--- config.mk ---
export PLATFORM = sky130hd
export DESIGN_NAME = qpwm_timer
export DESIGN_NICKNAME = d
export VERILOG_FILES = /design/src/logic/qpwm_pkg.sv /design/src/logic/qpwm_timer.sv
export SDC_FILE = /design/constraint.sdc
export NUM_CORES = 1
export LEC_CHECK = 0
export ABC_AREA = 0
export BUFFER_PORTS_ARGS = -buffer_cell sky130_fd_sc_hd__clkbuf_2
export CORE_AREA = 4 4 195 216
export DETAILED_ROUTE_END_ITERATION = 7
export DIE_AREA = 0 0 199 220
export GPL_TIMING_DRIVEN = 0
export SYNTH_ARGS = -nofsm -noshare
export SYNTH_HDL_FRONTEND = slang
export SYNTH_SLANG_ARGS = --single-unit
--- constraint.sdc ---
create_clock -name clk_sys -period 8.2 [get_ports clk_sys]
set_input_delay 0.82 -clock clk_sys [delete_from_list [all_inputs] [get_ports clk_sys]]
set_output_delay 0.82 -clock clk_sys [all_outputs]
set_load 0.005 [all_outputs]
--- src/logic/qpwm_pkg.sv ---
// constants for the four channel pwm timer
package qpwm_pkg;

  // ---------------------------------------------------------------
  // register indices (byte address is four times the index)
  // ---------------------------------------------------------------
  localparam logic [7:0] IDX_CLOCK_PRESCALE_JOIN = 8'h60;
  localparam logic [7:0] IDX_POLARITY_CLOCK_CHOICE = 8'h61;
  localparam logic [7:0] IDX_SCALED_CLOCK_DIVISOR = 8'h62;
  localparam logic [7:0] IDX_CHANNEL_ENABLE = 8'h63;
  localparam logic [7:0] IDX_COUNTER_BASE = 8'h64;
  localparam logic [7:0] IDX_PERIOD_BASE = 8'h68;
  localparam logic [7:0] IDX_DUTY_BASE = 8'h6c;

  // ---------------------------------------------------------------
  // field positions
  // ---------------------------------------------------------------
  // clock prescale / join register
  localparam int JOIN_PAIR_HIGH_POS = 7;
  localparam int JOIN_PAIR_LOW_POS = 6;
  localparam int CLOCK_A_PRESCALE_LSB = 4;
  localparam int CLOCK_B_PRESCALE_LSB = 0;
  // polarity / clock choice register
  localparam int CLOCK_CHOICE_LSB = 4;
  localparam int START_LEVEL_LSB = 0;
  // channel enable register
  localparam int SCALED_CLOCK_OBSERVE_POS = 7;
  localparam int PERIOD_CLEAR_INHIBIT_POS = 6;
  localparam int CHANNEL_ON_LSB = 0;

  // ---------------------------------------------------------------
  // reset values
  // ---------------------------------------------------------------
  localparam logic [7:0] RESET_CLOCK_PRESCALE_JOIN = 8'h00;
  localparam logic [7:0] RESET_POLARITY_CLOCK_CHOICE = 8'h00;
  localparam logic [7:0] RESET_SCALED_CLOCK_DIVISOR = 8'h00;
  localparam logic [7:0] RESET_CHANNEL_ENABLE = 8'h00;
  localparam logic [7:0] RESET_CHANNEL_BYTE = 8'h00;

  // ---------------------------------------------------------------
  // widths
  // ---------------------------------------------------------------
  localparam int CHANNELS = 4;
  localparam int PAIRS = 2;
  localparam int PRESCALE_BITS = 7;

endpackage

--- src/logic/qpwm_timer.sv ---
// four channel 8-bit pwm timer with avalon-mm register slave
//
// The Avalon-MM interface to the registers was chosen for this implementation.
`timescale 1ns/1ps

// Function
// - four independent 8-bit channels, each with counter, period, duty, one output bit.
// - counter equal to period starts new period: output to start level, counter cleared.
// - counter equal to duty inverts the output for the rest of the period.
// - period and duty buffered, taken into use only when counter clears.
// - any counter write, except a joined high byte write, clears it to zero; counter always readable.
// - period and duty registers readable and writable at any time.
// - clock choice bit: channels 1,2 pick A or S; channels 3,4 pick B or S.
// - clock A is E divided by 1, 2, 4 or 8 per two-bit field.
// - clock B is E divided by two to the three-bit field value.
// - clock S is clock A divided by divisor then two; zero means 256.
// - join bit makes pair one 16-bit channel; low channel clocks and drives pin.
// - when joined, the high channel pin is released for general use.
// - joined high byte read latches low byte for a coherent following read.
// - joined low counter write clears all 16 bits; high counter write ignored.
// - start level 0 begins low, goes high at duty; 1 begins high, goes low.
// - enable bits 3..0 switch channels off or on and onto their output bits.
// - test bit makes clock S observable through the divisor register.
// - test bit stops a period match from clearing the counter.
module qpwm_timer (
  // clock and reset
  input wire logic clk_sys,
  input wire logic nrst,
  // special test mode strap, gates the two test bits
  input wire logic test_mode,
  // avalon-mm slave
  input wire logic [9:0] avs_address,
  input wire logic avs_read,
  input wire logic avs_write,
  input wire logic [31:0] avs_writedata,
  input wire logic [3:0] avs_byteenable,
  output logic [31:0] avs_readdata,
  output logic avs_waitrequest,
  // output port
  output logic [3:0] pwm_out,
  output logic [3:0] pwm_pin_owned
);

  // ---------------------------------------------------------------
  // registers
  // ---------------------------------------------------------------
  logic [7:0] clock_prescale_join_reg;
  logic [7:0] polarity_clock_choice_reg;
  logic [7:0] scaled_clock_divisor;
  logic [7:0] channel_on_reg;
  logic [7:0] per_buf [4];
  logic [7:0] dty_buf [4];
  logic [7:0] per_act [4];
  logic [7:0] dty_act [4];
  logic [7:0] channel_counter [4];
  logic [3:0] level;
  logic [7:0] low_latch [2];
  logic [1:0] latch_valid;
  logic [6:0] e_count;
  logic [7:0] s_count;
  logic s_level;

  // decoded fields
  logic [1:0] join_pair;
  logic [1:0] clock_a_prescale_field;
  logic [2:0] clock_b_prescale_field;
  logic [3:0] channel_clock_choice_bit;
  logic [3:0] channel_start_level_bit;
  logic [3:0] channel_on_bit;
  logic period_clear_inhibit_test;
  logic scaled_clock_observe_test;

  assign join_pair = {clock_prescale_join_reg[qpwm_pkg::JOIN_PAIR_HIGH_POS],
                      clock_prescale_join_reg[qpwm_pkg::JOIN_PAIR_LOW_POS]};
  assign clock_a_prescale_field = clock_prescale_join_reg[qpwm_pkg::CLOCK_A_PRESCALE_LSB +: 2];
  assign clock_b_prescale_field = clock_prescale_join_reg[qpwm_pkg::CLOCK_B_PRESCALE_LSB +: 3];
  assign channel_clock_choice_bit = polarity_clock_choice_reg[qpwm_pkg::CLOCK_CHOICE_LSB +: 4];
  assign channel_start_level_bit = polarity_clock_choice_reg[qpwm_pkg::START_LEVEL_LSB +: 4];
  assign channel_on_bit = channel_on_reg[qpwm_pkg::CHANNEL_ON_LSB +: 4];
  assign period_clear_inhibit_test = channel_on_reg[qpwm_pkg::PERIOD_CLEAR_INHIBIT_POS];
  assign scaled_clock_observe_test = channel_on_reg[qpwm_pkg::SCALED_CLOCK_OBSERVE_POS];

  // ---------------------------------------------------------------
  // bus handshake and decode
  // ---------------------------------------------------------------
  logic wr_go;
  logic rd_go;
  logic [7:0] idx;
  logic aligned;
  logic wr_sel;
  logic [7:0] wbyte;

  assign wr_go = avs_write && !avs_waitrequest;
  assign rd_go = avs_read && !avs_waitrequest;
  assign idx = avs_address[9:2];
  assign aligned = (avs_address[1:0] == 2'b00);
  assign wr_sel = wr_go && aligned && avs_byteenable[0];
  assign wbyte = avs_writedata[7:0];

  // one wait cycle per access: low for exactly the cycle that completes it
  always_ff @(posedge clk_sys) begin
    if (!nrst) begin
      avs_waitrequest <= 1'b1;
    end else begin
      avs_waitrequest <= !((avs_read || avs_write) && avs_waitrequest);
    end
  end

  // counter write strobes, joined high byte writes are dropped
  logic [3:0] cnt_clear;
  for (genvar c = 0; c < 4; c++) begin : g_clr
    assign cnt_clear[c] = wr_sel && (idx == qpwm_pkg::IDX_COUNTER_BASE + 8'(c));
  end

  // ---------------------------------------------------------------
  // control register writes
  // ---------------------------------------------------------------
  always_ff @(posedge clk_sys) begin
    if (!nrst) begin
      clock_prescale_join_reg <= qpwm_pkg::RESET_CLOCK_PRESCALE_JOIN;
      polarity_clock_choice_reg <= qpwm_pkg::RESET_POLARITY_CLOCK_CHOICE;
      scaled_clock_divisor <= qpwm_pkg::RESET_SCALED_CLOCK_DIVISOR;
      channel_on_reg <= qpwm_pkg::RESET_CHANNEL_ENABLE;
    end else if (wr_sel) begin
      if (idx == qpwm_pkg::IDX_CLOCK_PRESCALE_JOIN) begin
        clock_prescale_join_reg <= wbyte;
      end
      if (idx == qpwm_pkg::IDX_POLARITY_CLOCK_CHOICE) begin
        polarity_clock_choice_reg <= wbyte;
      end
      if (idx == qpwm_pkg::IDX_SCALED_CLOCK_DIVISOR) begin
        scaled_clock_divisor <= wbyte;
      end
      if (idx == qpwm_pkg::IDX_CHANNEL_ENABLE) begin
        channel_on_reg[3:0] <= wbyte[3:0];
        if (test_mode) begin
          channel_on_reg[7:6] <= wbyte[7:6];
        end
      end
    end
  end

  // period and duty buffers, writable at any time
  always_ff @(posedge clk_sys) begin
    if (!nrst) begin
      for (int k = 0; k < 4; k++) begin
        per_buf[k] <= qpwm_pkg::RESET_CHANNEL_BYTE;
        dty_buf[k] <= qpwm_pkg::RESET_CHANNEL_BYTE;
      end
    end else if (wr_sel) begin
      for (int k = 0; k < 4; k++) begin
        if (idx == qpwm_pkg::IDX_PERIOD_BASE + 8'(k)) begin
          per_buf[k] <= wbyte;
        end
        if (idx == qpwm_pkg::IDX_DUTY_BASE + 8'(k)) begin
          dty_buf[k] <= wbyte;
        end
      end
    end
  end

  // ---------------------------------------------------------------
  // clock enables A, B and S
  // ---------------------------------------------------------------
  logic tick_a;
  logic tick_b;
  logic tick_s;
  logic [6:0] mask_a;
  logic [6:0] mask_b;
  logic s_wrap;

  assign mask_a = 7'((8'h01 << clock_a_prescale_field) - 8'h01);
  assign mask_b = 7'((8'h01 << clock_b_prescale_field) - 8'h01);
  assign tick_a = ((e_count & mask_a) == mask_a);
  assign tick_b = ((e_count & mask_b) == mask_b);
  assign s_wrap = tick_a && (s_count == 8'(scaled_clock_divisor - 8'h01));
  assign tick_s = s_wrap && s_level;

  // free running prescaler on the system clock
  always_ff @(posedge clk_sys) begin
    if (!nrst) begin
      e_count <= 7'h00;
    end else begin
      e_count <= 7'(e_count + 7'h01);
    end
  end

  // divisor counter: zero wraps after 256 ticks, s_level halves again
  always_ff @(posedge clk_sys) begin
    if (!nrst) begin
      s_count <= 8'h00;
      s_level <= 1'b0;
    end else if (tick_a) begin
      if (s_wrap) begin
        s_count <= 8'h00;
        s_level <= !s_level;
      end else begin
        s_count <= 8'(s_count + 8'h01);
      end
    end
  end

  // ---------------------------------------------------------------
  // channel pairs
  // ---------------------------------------------------------------
  logic [3:0] ch_tick;
  assign ch_tick[0] = channel_clock_choice_bit[0] ? tick_s : tick_a;
  assign ch_tick[1] = channel_clock_choice_bit[1] ? tick_s : tick_a;
  assign ch_tick[2] = channel_clock_choice_bit[2] ? tick_s : tick_b;
  assign ch_tick[3] = channel_clock_choice_bit[3] ? tick_s : tick_b;

  // ---------------------------------------------------------------
  // per channel counters
  // ---------------------------------------------------------------
  // one process per channel so that no array element has two writers;
  // a joined pair steps its two bytes together as one 16-bit count
  for (genvar c = 0; c < 4; c++) begin : g_chan
    localparam int P = c / 2;
    localparam int H = 2 * P;
    localparam int L = 2 * P + 1;
    localparam int LOW_BYTE = c % 2;

    // pair-wide views: both channels of a pair see the same 16-bit numbers
    logic [15:0] cnt16;
    logic [15:0] per16;
    logic [15:0] dty16;
    logic [15:0] inc16;
    logic [7:0] inc_byte;
    logic [7:0] next_count;

    assign cnt16 = {channel_counter[H], channel_counter[L]};
    assign per16 = {per_act[H], per_act[L]};
    assign dty16 = {dty_act[H], dty_act[L]};
    assign inc16 = 16'(cnt16 + 16'h0001);
    // each byte of a joined pair takes its own half of the 16-bit sum
    assign inc_byte = (LOW_BYTE == 1) ? inc16[7:0] : inc16[15:8];
    assign next_count = 8'(channel_counter[c] + 8'h01);

    // counter, buffers in use and output level of this channel
    always_ff @(posedge clk_sys) begin
      if (!nrst) begin
        channel_counter[c] <= qpwm_pkg::RESET_CHANNEL_BYTE;
        per_act[c] <= qpwm_pkg::RESET_CHANNEL_BYTE;
        dty_act[c] <= qpwm_pkg::RESET_CHANNEL_BYTE;
        level[c] <= 1'b0;
      end else if (join_pair[P]) begin
        // 16-bit mode: low channel owns clock, enable, start level and pin
        // only a low byte write clears; a high byte write is dropped
        if (cnt_clear[L]) begin
          channel_counter[c] <= 8'h00;
          per_act[c] <= per_buf[c];
          dty_act[c] <= dty_buf[c];
          level[c] <= channel_start_level_bit[L];
        end else if (channel_on_bit[L] && ch_tick[L]) begin
          if (cnt16 == per16 && !period_clear_inhibit_test) begin
            channel_counter[c] <= 8'h00;
            per_act[c] <= per_buf[c];
            dty_act[c] <= dty_buf[c];
            level[c] <= channel_start_level_bit[L];
          end else begin
            channel_counter[c] <= inc_byte;
            if (cnt16 == dty16) begin
              level[c] <= !channel_start_level_bit[L];
            end
          end
        end
      end else begin
        // separate 8-bit channel
        if (cnt_clear[c]) begin
          channel_counter[c] <= 8'h00;
          per_act[c] <= per_buf[c];
          dty_act[c] <= dty_buf[c];
          level[c] <= channel_start_level_bit[c];
        end else if (channel_on_bit[c] && ch_tick[c]) begin
          if (channel_counter[c] == per_act[c] && !period_clear_inhibit_test) begin
            channel_counter[c] <= 8'h00;
            per_act[c] <= per_buf[c];
            dty_act[c] <= dty_buf[c];
            level[c] <= channel_start_level_bit[c];
          end else begin
            channel_counter[c] <= next_count;
            if (channel_counter[c] == dty_act[c]) begin
              level[c] <= !channel_start_level_bit[c];
            end
          end
        end
      end
    end
  end

  // ---------------------------------------------------------------
  // coherent 16-bit reads
  // ---------------------------------------------------------------
  // low byte snapshot taken by a joined high counter read
  for (genvar p = 0; p < 2; p++) begin : g_pair
    localparam int H = 2 * p;
    localparam int L = 2 * p + 1;
    always_ff @(posedge clk_sys) begin
      if (!nrst) begin
        low_latch[p] <= 8'h00;
        latch_valid[p] <= 1'b0;
      end else if (rd_go && aligned && join_pair[p]
                   && idx == qpwm_pkg::IDX_COUNTER_BASE + 8'(H)) begin
        low_latch[p] <= channel_counter[L];
        latch_valid[p] <= 1'b1;
      end else if (rd_go || wr_go) begin
        latch_valid[p] <= 1'b0;
      end
    end
  end

  // ---------------------------------------------------------------
  // output port
  // ---------------------------------------------------------------
  always_ff @(posedge clk_sys) begin
    if (!nrst) begin
      pwm_out <= 4'h0;
      pwm_pin_owned <= 4'h0;
    end else begin
      for (int k = 0; k < 4; k++) begin
        pwm_out[k] <= channel_on_bit[k] && level[k] && !(join_pair[k / 2] && k % 2 == 0);
        pwm_pin_owned[k] <= channel_on_bit[k] && !(join_pair[k / 2] && k % 2 == 0);
      end
    end
  end

  // ---------------------------------------------------------------
  // read back
  // ---------------------------------------------------------------
  logic [7:0] rd_val;
  always_comb begin
    rd_val = 8'h00;
    if (aligned) begin
      for (int k = 0; k < 4; k++) begin
        if (idx == qpwm_pkg::IDX_COUNTER_BASE + 8'(k)) begin
          if (k % 2 == 1 && join_pair[k / 2] && latch_valid[k / 2]) begin
            rd_val = low_latch[k / 2];
          end else begin
            rd_val = channel_counter[k];
          end
        end
        if (idx == qpwm_pkg::IDX_PERIOD_BASE + 8'(k)) begin
          rd_val = per_buf[k];
        end
        if (idx == qpwm_pkg::IDX_DUTY_BASE + 8'(k)) begin
          rd_val = dty_buf[k];
        end
      end
      if (idx == qpwm_pkg::IDX_CLOCK_PRESCALE_JOIN) begin
        rd_val = clock_prescale_join_reg;
      end
      if (idx == qpwm_pkg::IDX_POLARITY_CLOCK_CHOICE) begin
        rd_val = polarity_clock_choice_reg;
      end
      if (idx == qpwm_pkg::IDX_SCALED_CLOCK_DIVISOR) begin
        rd_val = scaled_clock_observe_test ? {7'h00, s_level} : scaled_clock_divisor;
      end
      if (idx == qpwm_pkg::IDX_CHANNEL_ENABLE) begin
        rd_val = {channel_on_reg[7:6], 2'b00, channel_on_reg[3:0]};
      end
    end
  end

  // read data registered in the wait cycle, stands at the completing edge
  always_ff @(posedge clk_sys) begin
    if (!nrst) begin
      avs_readdata <= 32'h0000_0000;
    end else if (avs_read && avs_waitrequest) begin
      avs_readdata <= {24'h00_0000, rd_val};
    end
  end

endmodule

==> results <==
- The global-route wire length before repair is 63.7 mm.
- The number of synthesized flops with an enable pin is 176.
- The total wire length is 42.6 mm.
- The worst reg-to-reg path cell count is 9.
- The total number of H-tree levels is 1.
- The later-pin clock latency in the skew report is 560 ps.
- The data arrival time at the worst-slack endpoint is 4460 ps.
- The die area is 43800 um^2.
- The cell internal power dissipation is 2.26 mW.
- The detailed-route vias per instance is 5.55.
- After clock tree synthesis, the setup repair step added 0 buffers.
- The final antenna diode count is 0.
- After synthesis, the cell types taking the most area are sky130_fd_sc_hd__edfxtp_1 39%, sky130_fd_sc_hd__dfxtp_1 10%, sky130_fd_sc_hd__and2_1 5.5%.
- Sequential elements use 49.5% of the synthesized area.
- The slowest stage of the critical path belongs to the cell sky130_fd_sc_hd__nor4_4.
- In the final design database the tool counted 1506 nets.
- The detailed placement HPWL is 31.5 mm.
- The tool flagged a number of max-cap violations equal to 0.
- On the worst path, the slowest cell contributes a delay of 890 ps.
- The number of distinct library cells after synthesis is 80.
- The net switching fraction of the power is 22.5%.
- Yosys printed 0 warnings.
- For this design the total switching power over the nets is 0.657 mW.
- The initial antenna violation count came to 1.
- Summing over every cut layer, the via total after detailed routing is 11000.
- Of the total power, combinational logic draws 5.8%.
- Dividing the final minimum period by the clock period gives 51.4%.
- The max-slew violation count came to 0.
- The most used flip-flop cell after synthesis is sky130_fd_sc_hd__edfxtp_1.
- The largest fanout on the critical path is 10.
- The number of DRC violations after detailed-routing iteration 0 is 1298.
- The initial utilization of the core area, before any placement, comes to 33.7%.
- The maximum number of pins on one net before global-route repair is 17.
- The signed area change from the synthesized netlist to the final layout is 14.5%.
- The critical path endpoint category is a flip-flop.
- The die is 220 um tall.
- The footprint of the multi-input gates is 6240 um^2.
- The layout has 3975 filler cells.
- The portion of total power attributed to the clock network is 46.9%.
- The top-level port count is 92.
- In this run, synthesis produced a sequential element count of 245.
- The die outline width is 199 um.
- The global-route usage over all layers is 19.0%.
- The setup TNS is 0 ps.
- For this run the aggregate overflow at the end of global routing stands at 0.
- The biggest area consumer among synthesized cells is sky130_fd_sc_hd__edfxtp_1.
- The number of global-route vias before repair is 10500.
- Timing would allow up to 237 MHz.
- Clock tree synthesis selected as its root buffer the cell sky130_fd_sc_hd__clkbuf_16.
- The number of nets with antenna violations after routing is 0.
- After detailed routing, the number of remaining DRC violations is 0.
- The post-synthesis cell count is 1352.
- The power density over cell area is 189 nW/um^2.
- The floorplan row count is 77.
- The number of port buffers is 40.
- The count of endpoints failing hold in the final timing report is 0.
- Once the clock tree was built, the resizer swapped 0 gates to a different size.
- By count the netlist is led by 176 x sky130_fd_sc_hd__edfxtp_1, 119 x sky130_fd_sc_hd__and2_1, 111 x sky130_fd_sc_hd__nand2_1, 87 x sky130_fd_sc_hd__nor2_1, 81 x sky130_fd_sc_hd__clkbuf_1.
- The worst setup path is launched from a flip-flop.
- The time the final worst path needs with I/O delays and setup is 4210 ps.
- At the end of routability-driven placement, the weighted congestion stood at 0.966.
- Dividing the detail-routed wire length by the instance count gives 21.5 um.
- Clock-pin slew was measured on the worst setup and hold paths at 70 ps.
- The fraction of layout instances using a drive strength above 1 is 10.3%.
- The TritonCTS clock tree is done.
- The number of cells traversed by the worst hold path is 2.
- By startpoint and endpoint, the worst setup path is classified as reg2reg.
- In this run the worst hold path is classified as reg2reg.
- Summed over all cells, the static leakage comes to 5.57 nW.
- The worst slew margin relative to its limit is 19.5%.
- For the final database, setup skew stands at 21.4 ps.
- Counting the buffers created by CTS gives 26.
- The peak ir drop on the vdd network is 0.000242 V.
- The share of flip-flops with an asynchronous set or reset after synthesis is 0%.
- Setup repair after global routing left no endpoint under its margin.
- The transition time at the pin with the least slew margin is 1190 ps.
- The core footprint is 39900 um^2.
- The critical path goes through or2_2 -> ha_1 -> a32oi_1 -> o221ai_2 -> nor4_4 -> o21ai_4 -> o21ba_2 -> o21ai_1 -> buf_4.
- The clock sink count is 245.
- The longest clock path from root to sink contains 3 buffers.
- The share of total power dissipated in sequential elements is 47.3%.
- The first detailed-routing pass ran for 6 iterations.
- The combined flip-flop and latch cell area is 6670 um^2.
- After synthesis the cells add up to 13500 um^2.
- Setup violations remaining at the end of the flow were counted as 0.
- The flow ran to the end, and the final reports show no timing, DRC or antenna violations.
- The top cell type by area accounts for 39.3% of the synthesized area.
- The overall power of the completed layout is 2.92 mW.
- For the worst setup path, the data required time is 8450 ps.
- Hold repair after CTS inserted 0 buffers.
- The most common cell in the synthesized netlist is sky130_fd_sc_hd__edfxtp_1.
- Each instance of the synthesized netlist takes up on average 9.96 um^2.
==> power by group through the flow <==
stage	logic, mW	registers [mW]	clock network (mW)
final	0.170	1.38	1.37
after detailed placement	0.167	1.41	0
after CTS	0.168	1.38	1.38
after floorplan	0.106	1.40	0
after global placement	0.164	1.41	0
after global routing	0.183	1.38	1.43
==> area by class of cell <==
cell class              instances  area share [%]
flip-flops and latches        245            43.2
multi-input cells             984            40.5
clock buffers                  28            4.41
well taps                     513            4.16
plain buffers                 117            3.50
clock inverters                20            2.00
repair buffers                 43            1.47
inverters                      29           0.706
==> final timing paths <==
path	from	endpoint	slack (ps)
max	clock_prescale_join_reg[4]	dty_act[0][5]	3990
min	level[3]	level[3]	460
max reg2reg	clock_prescale_join_reg[4]	dty_act[0][5]	3990
min reg2reg	level[3]	level[3]	460
==> cells in the final DEF (no fill, tap or decap), types with 36 or more instances in the layout <==
| cell type | count |
|---|---|
| sky130_fd_sc_hd__and2_1 | 119 |
| sky130_fd_sc_hd__dfxtp_1 | 69 |
| sky130_fd_sc_hd__nand3_1 | 67 |
| sky130_fd_sc_hd__a21oi_1 | 62 |
| sky130_fd_sc_hd__edfxtp_1 | 176 |
| sky130_fd_sc_hd__xor2_1 | 70 |
| sky130_fd_sc_hd__clkbuf_1 | 82 |
| sky130_fd_sc_hd__a21boi_0 | 36 |
| sky130_fd_sc_hd__nand2_1 | 111 |
| sky130_fd_sc_hd__nor2_1 | 87 |
| sky130_fd_sc_hd__clkbuf_2 | 41 |
| sky130_fd_sc_hd__o21ai_0 | 58 |
==> logic make-up after synthesis <==
| group | Yosys count | share of synthesized area [%] |
|---|---|---|
| compound gates | 310 | 16.5 |
| xor+xnor | 101 | 6.57 |
| fa+ha+maj | 9 | 0.837 |
| buf+inv | 146 | 4.81 |
| flops | 245 | 49.5 |
| mux | 30 | 2.32 |
| other cells | 1 | 0.0279 |
| simple gates | 510 | 19.4 |
==> stage by stage <==
stage	std cells	instance area [um^2]	setup WS [ps]	utilization [%]	hold slack [ps]
after floorplan	1375	13500	3490	-	430
after global placement	1928	14400	2240	36.1	442
after detailed placement	1931	14400	3910	36.2	460
after CTS	1979	15400	4030	38.6	468
after global routing	1979	15400	3830	38.6	496
final	1979	15400	3990	38.6	460
==> critical path, delay by kind of cell, from the launching register on <==
kind | cells | cell delay [ps]
AOI/OAI and AO/OA | 5 | 1820
adders and majority gates | 1 | 190
buffers and inverters | 1 | 300
DFF | 1 | 370
and+or+nand+nor | 2 | 1220
==> layer usage <==
metal,GRT usage (%),vias to the layer above,wire [um]
met4,7.52,0,1890
met5,0,-,0
met3,2.29,106,3320
met1,25.3,5273,17400
met2,31.4,527,19900
li1,-,5081,-
Note: power is estimated with default switching activity, not from simulation.
